**src/inc/led_cfg_params.svh**
```systemverilog
// constants of the led current and pulse configuration bank
// assumes inclusion by bare name from the package and from design files
`ifndef LED_CFG_PARAMS_SVH
`define LED_CFG_PARAMS_SVH

// ******************************************************************
// register offsets, one 16-bit register per address, 8-bit index
// ******************************************************************
`define ADDR_SECOND_SCALE_COARSE 8'h24
`define ADDR_FINE_ADJUST         8'h25
`define ADDR_SLOT_A_MODE         8'h30
`define ADDR_SLOT_A_PULSES       8'h31

// ******************************************************************
// reset values of whole registers
// ******************************************************************
`define RST_SECOND_SCALE_COARSE  16'h3000
`define RST_FINE_ADJUST          16'h630c
`define RST_SLOT_A_MODE          16'h0320
`define RST_SLOT_A_PULSES        16'h0818

// recommended software values, kept here for firmware reference
`define REC_SLOT_A_MODE          16'h0319
`define REC_SLOT_A_PULSES        8'h06
`define REC_SLOT_A_PULSE_LOW     8'h13

// ******************************************************************
// field positions
// ******************************************************************
`define SECOND_SCALE_BIT         13
`define SECOND_COARSE_MSB        3
`define SECOND_COARSE_LSB        0
`define SECOND_FINE_MSB          10
`define SECOND_FINE_LSB          6
`define FIRST_FINE_MSB           4
`define FIRST_FINE_LSB           0
`define PULSE_COUNT_MSB          15
`define PULSE_COUNT_LSB          8

// ******************************************************************
// fixed point terms: coarse in 0.5 ma, fine in 1/1000, scale in 1/10
// ******************************************************************
`define COARSE_BASE              10'd56
`define COARSE_STEP              10'd31
`define FINE_BASE                11'd710
`define FINE_STEP                11'd24
`define SCALE_BASE               4'd4
`define SCALE_STEP               4'd6
`define PEAK_W                   23

`endif

```
**src/inc/led_cfg_pkg.sv**
```systemverilog
// types and term arithmetic of the led configuration bank
// assumes led_cfg_params.svh is on the include path
`include "led_cfg_params.svh"

package led_cfg_pkg;

    // slot led choice codes, 0 and 3 are reserved
    typedef enum logic [1:0] {
        LED_CHOICE_NONE   = 2'b00,
        LED_CHOICE_FIRST  = 2'b01,
        LED_CHOICE_SECOND = 2'b10,
        LED_CHOICE_RSVD   = 2'b11
    } led_choice_e;

    typedef logic [15:0]          reg_word_t;  // one register word
    typedef logic [`PEAK_W-1:0]   peak_t;      // peak target, 50 na units

    // whole state of the register bank
    typedef struct packed {
        reg_word_t scale_coarse;   // second led scale and coarse
        reg_word_t fine_adjust;    // fine codes of both leds
        reg_word_t mode_word;      // slot a led mode word
        reg_word_t pulses;         // slot a pulse count register
        reg_word_t rdata;          // read answer
        logic      rd_valid;       // read answer strobe
        peak_t     slot_a_peak;    // peak of the led chosen for slot a
        logic      slot_a_valid;   // choice names a real led
    } bank_s;

    // state of one peak calculator
    typedef struct packed {
        peak_t peak;
    } calc_s;

    // coarse term, 0.5 ma units: 28 + 15.5 * code
    function automatic logic [9:0] coarse_term(input logic [3:0] code);
        coarse_term = `COARSE_BASE + `COARSE_STEP * {6'h00, code};
    endfunction : coarse_term

    // fine term, 1/1000 units: 0.71 + 0.024 * code
    function automatic logic [10:0] fine_term(input logic [4:0] code);
        fine_term = `FINE_BASE + `FINE_STEP * {6'h00, code};
    endfunction : fine_term

    // scale term, 1/10 units: 0.4 + 0.6 * bit
    function automatic logic [3:0] scale_term(input logic sel);
        scale_term = `SCALE_BASE + `SCALE_STEP * {3'h0, sel};
    endfunction : scale_term

endpackage : led_cfg_pkg

```
**src/rtl/led_current_pulse_config_regs.sv**
```systemverilog
// led current and slot a pulse configuration register bank
// assumes the serial control engine hands over decoded accesses
// on reg_* one cycle at a time, synchronous to clk
`timescale 1ns/1ps
`default_nettype none

`include "led_cfg_params.svh"

module led_current_pulse_config_regs
    import led_cfg_pkg::*;
(
    // clock and reset
    input  wire logic        clk,
    input  wire logic        srst,
    // register access from the serial control engine
    input  wire logic [7:0]  reg_addr,
    input  wire logic [15:0] reg_wdata,
    input  wire logic        reg_wr,
    input  wire logic        reg_rd,
    output logic [15:0]      reg_rdata,
    output logic             reg_rd_valid,
    // first led settings held in the neighbouring bank
    input  wire logic [3:0]  first_led_coarse_code,
    input  wire logic        first_led_scale_sel,
    // slot a led choice held in the neighbouring bank
    input  wire logic [1:0]  slot_a_led_choice,
    // second led fields
    output logic             second_led_scale_sel,
    output logic [3:0]       second_led_coarse_code,
    output logic [4:0]       second_led_fine_code,
    // first led fine field
    output logic [4:0]       first_led_fine_code,
    // slot a fields
    output logic [15:0]      slot_a_led_mode_word,
    output logic [7:0]       slot_a_pulse_count,
    // peak targets, 50 na units
    output logic [`PEAK_W-1:0] first_emitter_peak,
    output logic [`PEAK_W-1:0] second_emitter_peak,
    output logic [`PEAK_W-1:0] slot_a_peak_target,
    output logic             slot_a_choice_valid
);

    // ******************************************************************
    // state
    // ******************************************************************
    bank_s st;        // every register of the bank
    bank_s next_st;   // value for the next edge

    // reset image of the whole bank
    localparam bank_s BANK_RESET = '{
        scale_coarse : `RST_SECOND_SCALE_COARSE,
        fine_adjust  : `RST_FINE_ADJUST,
        mode_word    : `RST_SLOT_A_MODE,
        pulses       : `RST_SLOT_A_PULSES,
        rdata        : 16'h0000,
        rd_valid     : 1'b0,
        slot_a_peak  : '0,
        slot_a_valid : 1'b0
    };

    logic [`PEAK_W-1:0] first_peak;    // first led calculator result
    logic [`PEAK_W-1:0] second_peak;   // second led calculator result

    // ******************************************************************
    // peak calculators
    // ******************************************************************
    // one calculator per led; the first led codes partly come from outside
    led_peak_calc first_calc (
        .clk         (clk),
        .srst        (srst),
        .coarse_code (first_led_coarse_code),
        .fine_code   (st.fine_adjust[`FIRST_FINE_MSB:`FIRST_FINE_LSB]),
        .scale_sel   (first_led_scale_sel),
        .peak_target (first_peak)
    );

    led_peak_calc second_calc (
        .clk         (clk),
        .srst        (srst),
        .coarse_code (st.scale_coarse[`SECOND_COARSE_MSB:`SECOND_COARSE_LSB]),
        .fine_code   (st.fine_adjust[`SECOND_FINE_MSB:`SECOND_FINE_LSB]),
        .scale_sel   (st.scale_coarse[`SECOND_SCALE_BIT]),
        .peak_target (second_peak)
    );

    // ******************************************************************
    // next state
    // ******************************************************************
    // writes store all 16 bits, reserved ones included, so software
    // can program the fixed values they need; reads return the value
    // held before any write in the same cycle
    always_comb begin
        next_st = st;
        next_st.rd_valid = 1'b0;

        // register writes, unmapped addresses ignored
        if (reg_wr) begin
            case (reg_addr)
                `ADDR_SECOND_SCALE_COARSE: begin
                    next_st.scale_coarse = reg_wdata;
                end
                `ADDR_FINE_ADJUST: begin
                    next_st.fine_adjust = reg_wdata;
                end
                `ADDR_SLOT_A_MODE: begin
                    next_st.mode_word = reg_wdata;
                end
                `ADDR_SLOT_A_PULSES: begin
                    next_st.pulses = reg_wdata;
                end
                default: begin
                    next_st.scale_coarse = st.scale_coarse;   // nothing mapped here
                end
            endcase
        end

        // register reads, unmapped addresses answer zero
        if (reg_rd) begin
            next_st.rd_valid = 1'b1;
            case (reg_addr)
                `ADDR_SECOND_SCALE_COARSE: begin
                    next_st.rdata = st.scale_coarse;
                end
                `ADDR_FINE_ADJUST: begin
                    next_st.rdata = st.fine_adjust;
                end
                `ADDR_SLOT_A_MODE: begin
                    next_st.rdata = st.mode_word;
                end
                `ADDR_SLOT_A_PULSES: begin
                    next_st.rdata = st.pulses;
                end
                default: begin
                    next_st.rdata = 16'h0000;
                end
            endcase
        end

        // slot a led choice; reserved codes drive no led
        case (slot_a_led_choice)
            LED_CHOICE_FIRST: begin
                next_st.slot_a_peak  = first_peak;
                next_st.slot_a_valid = 1'b1;
            end
            LED_CHOICE_SECOND: begin
                next_st.slot_a_peak  = second_peak;
                next_st.slot_a_valid = 1'b1;
            end
            default: begin
                next_st.slot_a_peak  = '0;
                next_st.slot_a_valid = 1'b0;
            end
        endcase
    end

    // ******************************************************************
    // state register
    // ******************************************************************
    always_ff @(posedge clk) begin
        if (srst) begin
            st <= BANK_RESET;
        end else begin
            st <= next_st;
        end
    end

    // ******************************************************************
    // outputs
    // ******************************************************************
    assign reg_rdata              = st.rdata;
    assign reg_rd_valid           = st.rd_valid;
    assign second_led_scale_sel   = st.scale_coarse[`SECOND_SCALE_BIT];
    assign second_led_coarse_code = st.scale_coarse[`SECOND_COARSE_MSB:`SECOND_COARSE_LSB];
    assign second_led_fine_code   = st.fine_adjust[`SECOND_FINE_MSB:`SECOND_FINE_LSB];
    assign first_led_fine_code    = st.fine_adjust[`FIRST_FINE_MSB:`FIRST_FINE_LSB];
    assign slot_a_led_mode_word   = st.mode_word;
    assign slot_a_pulse_count     = st.pulses[`PULSE_COUNT_MSB:`PULSE_COUNT_LSB];
    assign first_emitter_peak     = first_peak;
    assign second_emitter_peak    = second_peak;
    assign slot_a_peak_target     = st.slot_a_peak;
    assign slot_a_choice_valid    = st.slot_a_valid;

endmodule : led_current_pulse_config_regs

`default_nettype wire

```
**src/rtl/led_peak_calc.sv**
```systemverilog
// peak current target of one led from its three codes
// assumes codes are steady register outputs of the same clock
`timescale 1ns/1ps
`default_nettype none

`include "led_cfg_params.svh"

module led_peak_calc
    import led_cfg_pkg::*;
(
    // clock and reset
    input  wire logic        clk,
    input  wire logic        srst,
    // current codes
    input  wire logic [3:0]  coarse_code,
    input  wire logic [4:0]  fine_code,
    input  wire logic        scale_sel,
    // result
    output logic [`PEAK_W-1:0] peak_target
);

    calc_s        st;        // registered state
    calc_s        next_st;   // next state
    logic [24:0]  product;   // full width product

    // ******************************************************************
    // product of the three terms, one cycle of latency
    // ******************************************************************
    // peak fits 23 bits: 521 * 1454 * 10 is below 2**23
    always_comb begin
        next_st = st;
        product = {15'h0000, coarse_term(coarse_code)}
                * {14'h0000, fine_term(fine_code)}
                * {21'h000000, scale_term(scale_sel)};
        next_st.peak = product[`PEAK_W-1:0];
    end

    // state register
    always_ff @(posedge clk) begin
        if (srst) begin
            st <= '0;
        end else begin
            st <= next_st;
        end
    end

    assign peak_target = st.peak;

endmodule : led_peak_calc

`default_nettype wire

```
**config.mk**
```make
export PLATFORM = sky130hd
export DESIGN_NAME = led_current_pulse_config_regs
export DESIGN_NICKNAME = d
export VERILOG_FILES = /design/src/inc/led_cfg_pkg.sv /design/src/rtl/led_current_pulse_config_regs.sv /design/src/rtl/led_peak_calc.sv
export VERILOG_INCLUDE_DIRS = /design/src /design/src/inc
export SDC_FILE = /design/constraint.sdc
export NUM_CORES = 1
export LEC_CHECK = 0
export BUFFER_PORTS_ARGS = -buffer_cell sky130_fd_sc_hd__buf_4
export CAP_MARGIN = 20
export CORE_UTILIZATION = 45
export CTS_CLUSTER_DIAMETER = 60
export DETAILED_ROUTE_END_ITERATION = 8
export SLEW_MARGIN = 30
export SYNTH_ARGS = -nofsm -noshare
export SYNTH_HDL_FRONTEND = slang
export SYNTH_SLANG_ARGS = --single-unit
```
**constraint.sdc**
```tcl
create_clock -name clk -period 15.76 [get_ports clk]
set_input_delay 1.576 -clock clk [delete_from_list [all_inputs] [get_ports clk]]
set_output_delay 1.576 -clock clk [all_outputs]
set_load 0.02 [all_outputs]
```
# --- Word-level counts from Yosys, hierarchy flattened ---
# Cells that the tools add are included.
classes:
  n_addsub: 6
  multipliers: 10
  div: 0
  order_cmp: 0
  eq_ne: 6
  shifts: 0
  n_mux: 3
  bitwise_logic: 0
  n_reduce_logical: 4
ops:
  columns: ["operator", "count"]
  rows:
  - ["$pmux 16 s4", 1]
  - ["$pmux 24 s2", 1]
  - ["$mul 21x4->23", 2]
  - ["$mul 10x11->21", 2]
  - ["$eq 8x6->1 const B", 4]
  - ["$add 10x10->11 const A", 2]
  - ["$add 6x9->10 const A", 2]
  - ["$mul 5x4->9 const A", 2]
  - ["$mul 2x5->7 const A", 2]
  - ["$add 3x4->4 const A", 2]
  - ["$reduce_and 2->1", 4]
  - ["$mul 2x1->3 const A", 2]
  - ["$eq 2x1->1 const B", 1]
  - ["$eq 2x2->1 const B", 1]
  - ["$mux 1", 1]
word_totals:
  reg_bits: 151
  latchBits: 0
  ramBits: 0
  rom_bits: 0
  input_bits: 35
  mem_count: 0

# --- Logic depth before layout (Yosys ltp) ---
# Gate-level depths: netlist (run 1).
logic_depth:
  ltp_word: 4
  depth_mapped: 43
  ltp_nobuf: 42

# --- Cells and area by module ---
# Synthesis (run 1) repeated with hierarchy kept, for this count alone.
hier_totals:
  hier_cells: 1870
  hier_area_um2: 16726.0
by_module_without_submodules:
  columns: ["mod", "instances", "cells_each", "area_each_um2", "seq_area_each_um2"]
  rows:
  - ["led_peak_calc (first_calc)", 1, 696, 6048.3, 420.4]
  - ["led_peak_calc (second_calc)", 1, 696, 5960.7, 420.4]
  - ["led_current_pulse_config_regs", 1, 478, 4717.0, 2102.0]

# --- Least setup slack after synthesis (run 1) ---
# OpenSTA, ideal clock, no wires.
synth_path:
  kind: "input to register"
  start: "in first_led_coarse_code[2]"
  end: "reg first_calc.st (netlist bit first_calc.peak_target[22])"
  setup_time_ns: 0.059
  t_arrival_ns: 10.668
  required_time_ns: 15.701
  path_slack_ns: 5.033
  path_stages: 40
  path_buffers: 0
  cell_sequence: "inv_1 > ha_1 > inv_1 > fa_1 > fa_1 > inv_1 > ha_1 > inv_1 > fa_1 > nor2b_1 > o21ai_0 > nand2b_1 > xor2_1 > and2_1 > fa_1 > fa_1 > fa_1 > inv_1 > [4 not listed] > a21o_1 > a21o_1 > or3_1 > o211ai_1 > nand2b_1 > xor2_1 > nand2_1 > fa_1 > inv_1 > ha_1 > ha_1 > or2_2 > a311oi_1 > o31ai_1 > mux2i_1 > nand4_1 > a311o_1 > nand2_1"
synth_via:
  elab_chain_len: 4
synth_lines:
  columns: ["element", "line", "rtl"]
  rows:
  - ["start: declaration", "led_current_pulse_config_regs.sv:23", "input wire logic [3:0] first_led_coarse_code,"]
  - ["$mul 5x4->9 (no line)", null, null]
  - ["$add 6x9->10 (no line)", null, null]
  - ["$mul 10x11->21", "led_peak_calc.sv:33", "* {14'h0000, fine_term(fine_code)}"]
  - ["$mul 21x4->23", "led_peak_calc.sv:34", "* {21'h000000, scale_term(scale_sel)};"]
  - ["end signal: assignment", "led_peak_calc.sv:43", "st <= next_st;"]
  - ["end: declaration", "led_peak_calc.sv:22", "calc_s st;"]
# No other way between the ends.
# A chain may end at the register's enable or synchronous reset.

# --- Worst setup path after layout (run 1) ---
# Same ends and word-level chain as after synthesis.

==> flow_metrics.tcl, run 1 <==
set metrics [dict create \
    die_h_um 195 \
    period_needed_ns 11.16 \
    wl_per_cell_um 16.3 \
    ys_seq_elements 145 \
    placed_cells 2445 \
    vias 13100 \
    insertion_delay_ns 0.43 \
    reg2reg_to "first_calc.peak_target[22]" \
    finalInstanceArea_um2 18100 \
    port_buffers 154 \
    grt_setup_unrepaired "no" \
    core_area_um2 36500 \
    place_area_um2 17500 \
    syn_inst 1983 \
    holdWs_ns 0.455 \
    cts_setup_buffers 0 \
    die_x_um 195 \
    cp.arrival_ns 11.53 \
    cap_violations 0 \
    fillCellCount 3516 \
    r2r_cells 33 \
    grt_pass1_wl_mm 66.2 \
    layout-drive-gt1-share_pct 11.1 \
    place_hpwl_mm 31.7 \
    hold_path_depth 2 \
    synth.distinct_cells 75 \
    instances_no_fill 2477 \
    cp.depth 41 \
    crit_top_cell "fa_1" \
    syn_avg_cell_area_um2 8.41 \
    finalWeightedCongestion 0.870 \
    vias_per_cell 5.30 \
    hp-class "reg -> reg" \
    outcome "finished clean" \
    holdBufCountCts 0 \
    yosysSeqAreaShare_pct 17.4 \
    cts.sinks 145 \
    fmax_ghz 0.0896 \
    slew_headroom_pct 31.3 \
    slowest_stage "xor2_1" \
    crit_path_start "first_led_coarse_code[2]" \
    clock_path_buffers 2 \
    drt_pass1_iterations 7 \
    synth_edf_count 0 \
    drtIter0Drc 605 \
    reg2reg_setup_slack_ns 5.43 \
    syn-cell-area_um2 16700 \
    route.final.wire_length_mm 40.4 \
    multiInputGateArea_um2 12000 \
    die_area_um2 37800 \
    worstMarginPinSlew_ns 1.02 \
    start_util_pct 45.7 \
    post-route-drc-count 0 \
    yosysWarnings 0 \
    start_kind "input pin" \
    cts_tree "built" \
    row_count 70 \
    ios 161 \
    final_hold_viol_count 0 \
    fin_skew_ns 0.0126 \
    path_clk_slew_ns 0.06 \
    criticalPathCategory "in -> reg" \
    antenna_found_initial 0 \
    critPathRequiredTime_ns 16.13 \
    timing.final.crit_share_pct 70.8 \
    numCtsBuffers 17 \
    tns_ns 0 \
    cpPeakStageDelay_ns 0.61 \
    critical_path.endpoint "first_calc.peak_target[22]" \
    gr-total-overflow 0 \
    cts-resized-gates 0 \
    grt_pass1_vias 12900 \
    cp-end-kind "flop" \
    seqCellArea_um2 2900 \
    area_delta_synth_final_pct 8.80 \
    crit_buf_inv 8 \
    nets 2432 \
    final_common_cell "ha_1" \
    critPathMaxFanout 10 \
    synth-main-ff-cell "dfxtp_1" \
    ys_async_sr_fraction_pct 0 \
    grt_max_degree 85 \
    timing.rr.start "first_led_fine_code[0]" \
    ant_nets 0 \
    grt_usage_pct 21.6 \
    setup_viol 0 \
    cts-root-buf "clkbuf_16" \
    htree_levels 4 \
    final_cell_mix "263 x ha_1, 221 x nand2_1, 214 x inv_1" \
    cpLargestDelayFamily "adder cells" \
    finalMaxSlewViolations 0 \
    antenna_cells 0 \
]
==> tightest hold or removal path, stage by stage, from the launching register on <==
cell and delay (ns):
dfxtp_1 0.31, nand2_1 0.05, a21oi_1 0.05
==> registers in the layout, summed over array words and instances (netlist names) <==
register                 count
second_led_scale_sel         1
st                          25
second_led_fine_code         5
slot_a_choice_valid          1
reg_rdata                   16
reg_rd_valid                 1
first_calc.peak_target      21
slot_a_peak_target          21
slot_a_led_mode_word        16
second_calc.peak_target     21
second_led_coarse_code       4
first_led_fine_code          5
slot_a_pulse_count           8
==> cell type report <==
type | count | share of cell area [%]
Multi-Input combinational cell | 1450 | 66.0
Sequential cell | 145 | 16.0
Timing Repair Buffer | 165 | 6.90
Inverter | 218 | 4.51
Tap cell | 468 | 3.23
Clock buffer | 17 | 2.34
Clock inverter | 14 | 0.993
==> worst min path at each step <==
| stage | from | end |
|---|---|---|
| after CTS | st[42] | st[42] |
| after floorplan | st[41] | st[41] |
| final | st[47] | st[47] |
| after global routing | st[97] | st[97] |
| after detailed placement | st[42] | st[42] |
| after global placement | st[42] | st[42] |
==> kinds of logic (layout without fill, tap and decap cells) <==
kind of cell    Yosys count  in the layout  synth area share [%]
simple gates            606            606                  17.0
fa+ha+maj               400            400                  36.2
xor+xnor                 82             82                  4.31
compound gates          344            344                  13.6
mux                      10             10                 0.645
flops                   145            145                  17.4
buf+inv                 395            414                  10.9
other cells               1              8                0.0225
==> cell usage after synthesis, types with 49 or more instances <==
cell type / n / area [um2]
ha_1: 263 / 3290
fa_1: 137 / 2740
nand2_1: 221 / 830
and2_1: 71 / 444
a21oi_1: 119 / 596
dfxtp_1: 145 / 2900
xnor2_1: 49 / 429
a21o_1: 54 / 405
nor2_1: 157 / 589
clkbuf_1: 76 / 285
buf_4: 85 / 638
a22oi_1: 53 / 398
inv_1: 215 / 807
==> metrics by stage <==
stage	worst slack (ns)	utilization, %
floorplan	5.03	-
global placement	4.40	48.0
detailed placement	4.23	48.0
CTS	4.63	49.6
global route	3.95	49.7
finish	4.60	49.7
==> routing by layer <==
metal	up-vias	track usage, %	wire length, um
met5	-	0	0
met4	0	5.23	659
met3	36	2.03	1200
met2	222	38.6	20600
met1	6406	27.8	17900
li1	6461	-	-
Power of run 1 is left out: the tool's default activity adds up to more than one toggle a clock period on the data nets, which glitch-free logic cannot reach.
==> run 2: changes to the inputs <==
==> constraint.sdc (replaced) <==
create_clock -name clk -period 10.8 [get_ports clk]
set_input_delay 1.08 -clock clk [delete_from_list [all_inputs] [get_ports clk]]
set_output_delay 1.08 -clock clk [all_outputs]
set_load 0.02 [all_outputs]
==> flow_metrics.tcl, run 2 (synthesized netlist as in run 1, its figures left out) <==
set metrics [dict create \
    path_clk_slew_ns 0.06 \
    outcome "finished clean" \
    grt_pass1_wl_mm 65.9 \
    grt_max_degree 93 \
    criticalPathCategory "in -> reg" \
    finalWeightedCongestion 0.878 \
    finalMaxSlewViolations 0 \
    insertion_delay_ns 0.44 \
    largest_reg_flops 25 \
    cts-root-buf "clkbuf_16" \
    start_util_pct 45.7 \
    cpPeakStageDelay_ns 0.55 \
    hp-class "reg -> reg" \
    final_cell_mix "263 x ha_1, 221 x nand2_1, 213 x inv_1" \
    numCtsBuffers 17 \
    gr-total-overflow 0 \
    cp.arrival_ns 10.61 \
    cts_setup_buffers 0 \
    die_area_um2 37800 \
    clock_path_buffers 2 \
    fin_skew_ns 0.0159 \
    cts.sinks 145 \
    timing.final.crit_share_pct 94.8 \
    wl_per_cell_um 16.4 \
    route.final.wire_length_mm 40.9 \
    fmax_ghz 0.0977 \
    slowest_stage "fa_1" \
    core_area_um2 36500 \
    setup_viol 0 \
    grt_setup_unrepaired "no" \
    antenna_cells 0 \
    final_common_cell "ha_1" \
    slew_headroom_pct 33.5 \
    post-route-drc-count 0 \
    htree_levels 4 \
    period_needed_ns 10.24 \
    drtIter0Drc 673 \
    final_hold_viol_count 0 \
    area_delta_synth_final_pct 9.07 \
    ios 161 \
    die_x_um 195 \
    fillCellCount 3500 \
    critPathRequiredTime_ns 11.17 \
    worstMarginPinSlew_ns 0.991 \
    ant_nets 0 \
    vias 13200 \
    crit_top_cell "fa_1" \
    multiInputGateArea_um2 12000 \
    port_buffers 154 \
    antenna_found_initial 0 \
    start_kind "input pin" \
    drt_pass1_iterations 5 \
    nets 2445 \
    tns_ns 0 \
    layout-drive-gt1-share_pct 11.8 \
    row_count 70 \
    seqCellArea_um2 2900 \
    largest-register "st" \
    grt_usage_pct 21.6 \
    place_hpwl_mm 32.3 \
    cp-end-kind "flop" \
    die_h_um 195 \
    critPathMaxFanout 6 \
    grt_pass1_vias 13000 \
    cts_tree "built" \
    vias_per_cell 5.32 \
    cap_violations 0 \
]
==> run 2: cell types whose count changed in the layout (fill, tap and decap cells not counted) <==
cell / delta
inv_1: -1
xnor2_2: +1
buf_6: +1
clkinvlp_4: -1
xnor2_1: -1
inv_2: +1
buf_12: -1
buf_4: +13
clkinv_8: +1
bufinv_16: -3
clkinv_2: -1
clkinv_4: +4
==> run 2: metal layers <==
metal  track usage (%)  routed length [um]
met5                 0                   0
met4              8.11                1230
met2              38.1               20500
met3              1.98                1400
met1              27.2               17800
==> run 2: critical path, delay by kind of cell <==
family / cells / cell delay (ns)
compound gates: 8 / 1.90
xor+xnor: 1 / 0.18
fa+ha+maj: 14 / 5.41
buf+inv: 8 / 0.49
mux: 1 / 0.22
simple gates: 9 / 1.34
==> run 2: stage by stage <==
step | area [um2] | hold slack, ns | setup slack (ns) | util (%) | std cells
after global routing | 18200 | 0.473 | 0.00823 | 49.8 | 2490
after global placement | 17600 | 0.443 | 0.252 | 48.3 | 2459
after CTS | 18200 | 0.455 | 0.505 | 49.8 | 2490
final | 18200 | 0.455 | 0.562 | 49.8 | 2490
after floorplan | 16700 | 0.436 | 0.569 | - | 1990
after detailed placement | 17600 | 0.446 | 0.0907 | 48.3 | 2459
==> run 2: repair_timing <==
| action | in CTS | in global routing |
|---|---|---|
| hold buffers | 0 | 0 |
| endpoints found under the hold margin | 0 | 0 |
| gates resized for setup | 0 | 2 |
| setup endpoints to repair | 0 | 2 |
==> run 2: final cells by class <==
class                      count  area share (%)
tap                          468            3.22
multi-input combinational   1450            65.9
clock inverter                14           0.708
inverter                     218            4.50
timing repair buffer         178            7.37
sequential                   145            16.0
clock buffer                  17            2.34
==> run 2: final timing paths <==
| path | depth (start not counted) | to | slack (ns) | startpoint |
|---|---|---|---|---|
| worst max-delay path | 41 | first_calc.peak_target[22] | 0.56 | first_led_coarse_code[2] |
| worst min-delay path | 2 | st[41] | 0.45 | st[41] |
| worst max register to register | 40 | second_calc.peak_target[22] | 0.59 | second_led_coarse_code[2] |
| worst min register to register | 2 | st[41] | 0.45 | st[41] |
Power of run 2 is left out for the same reason.
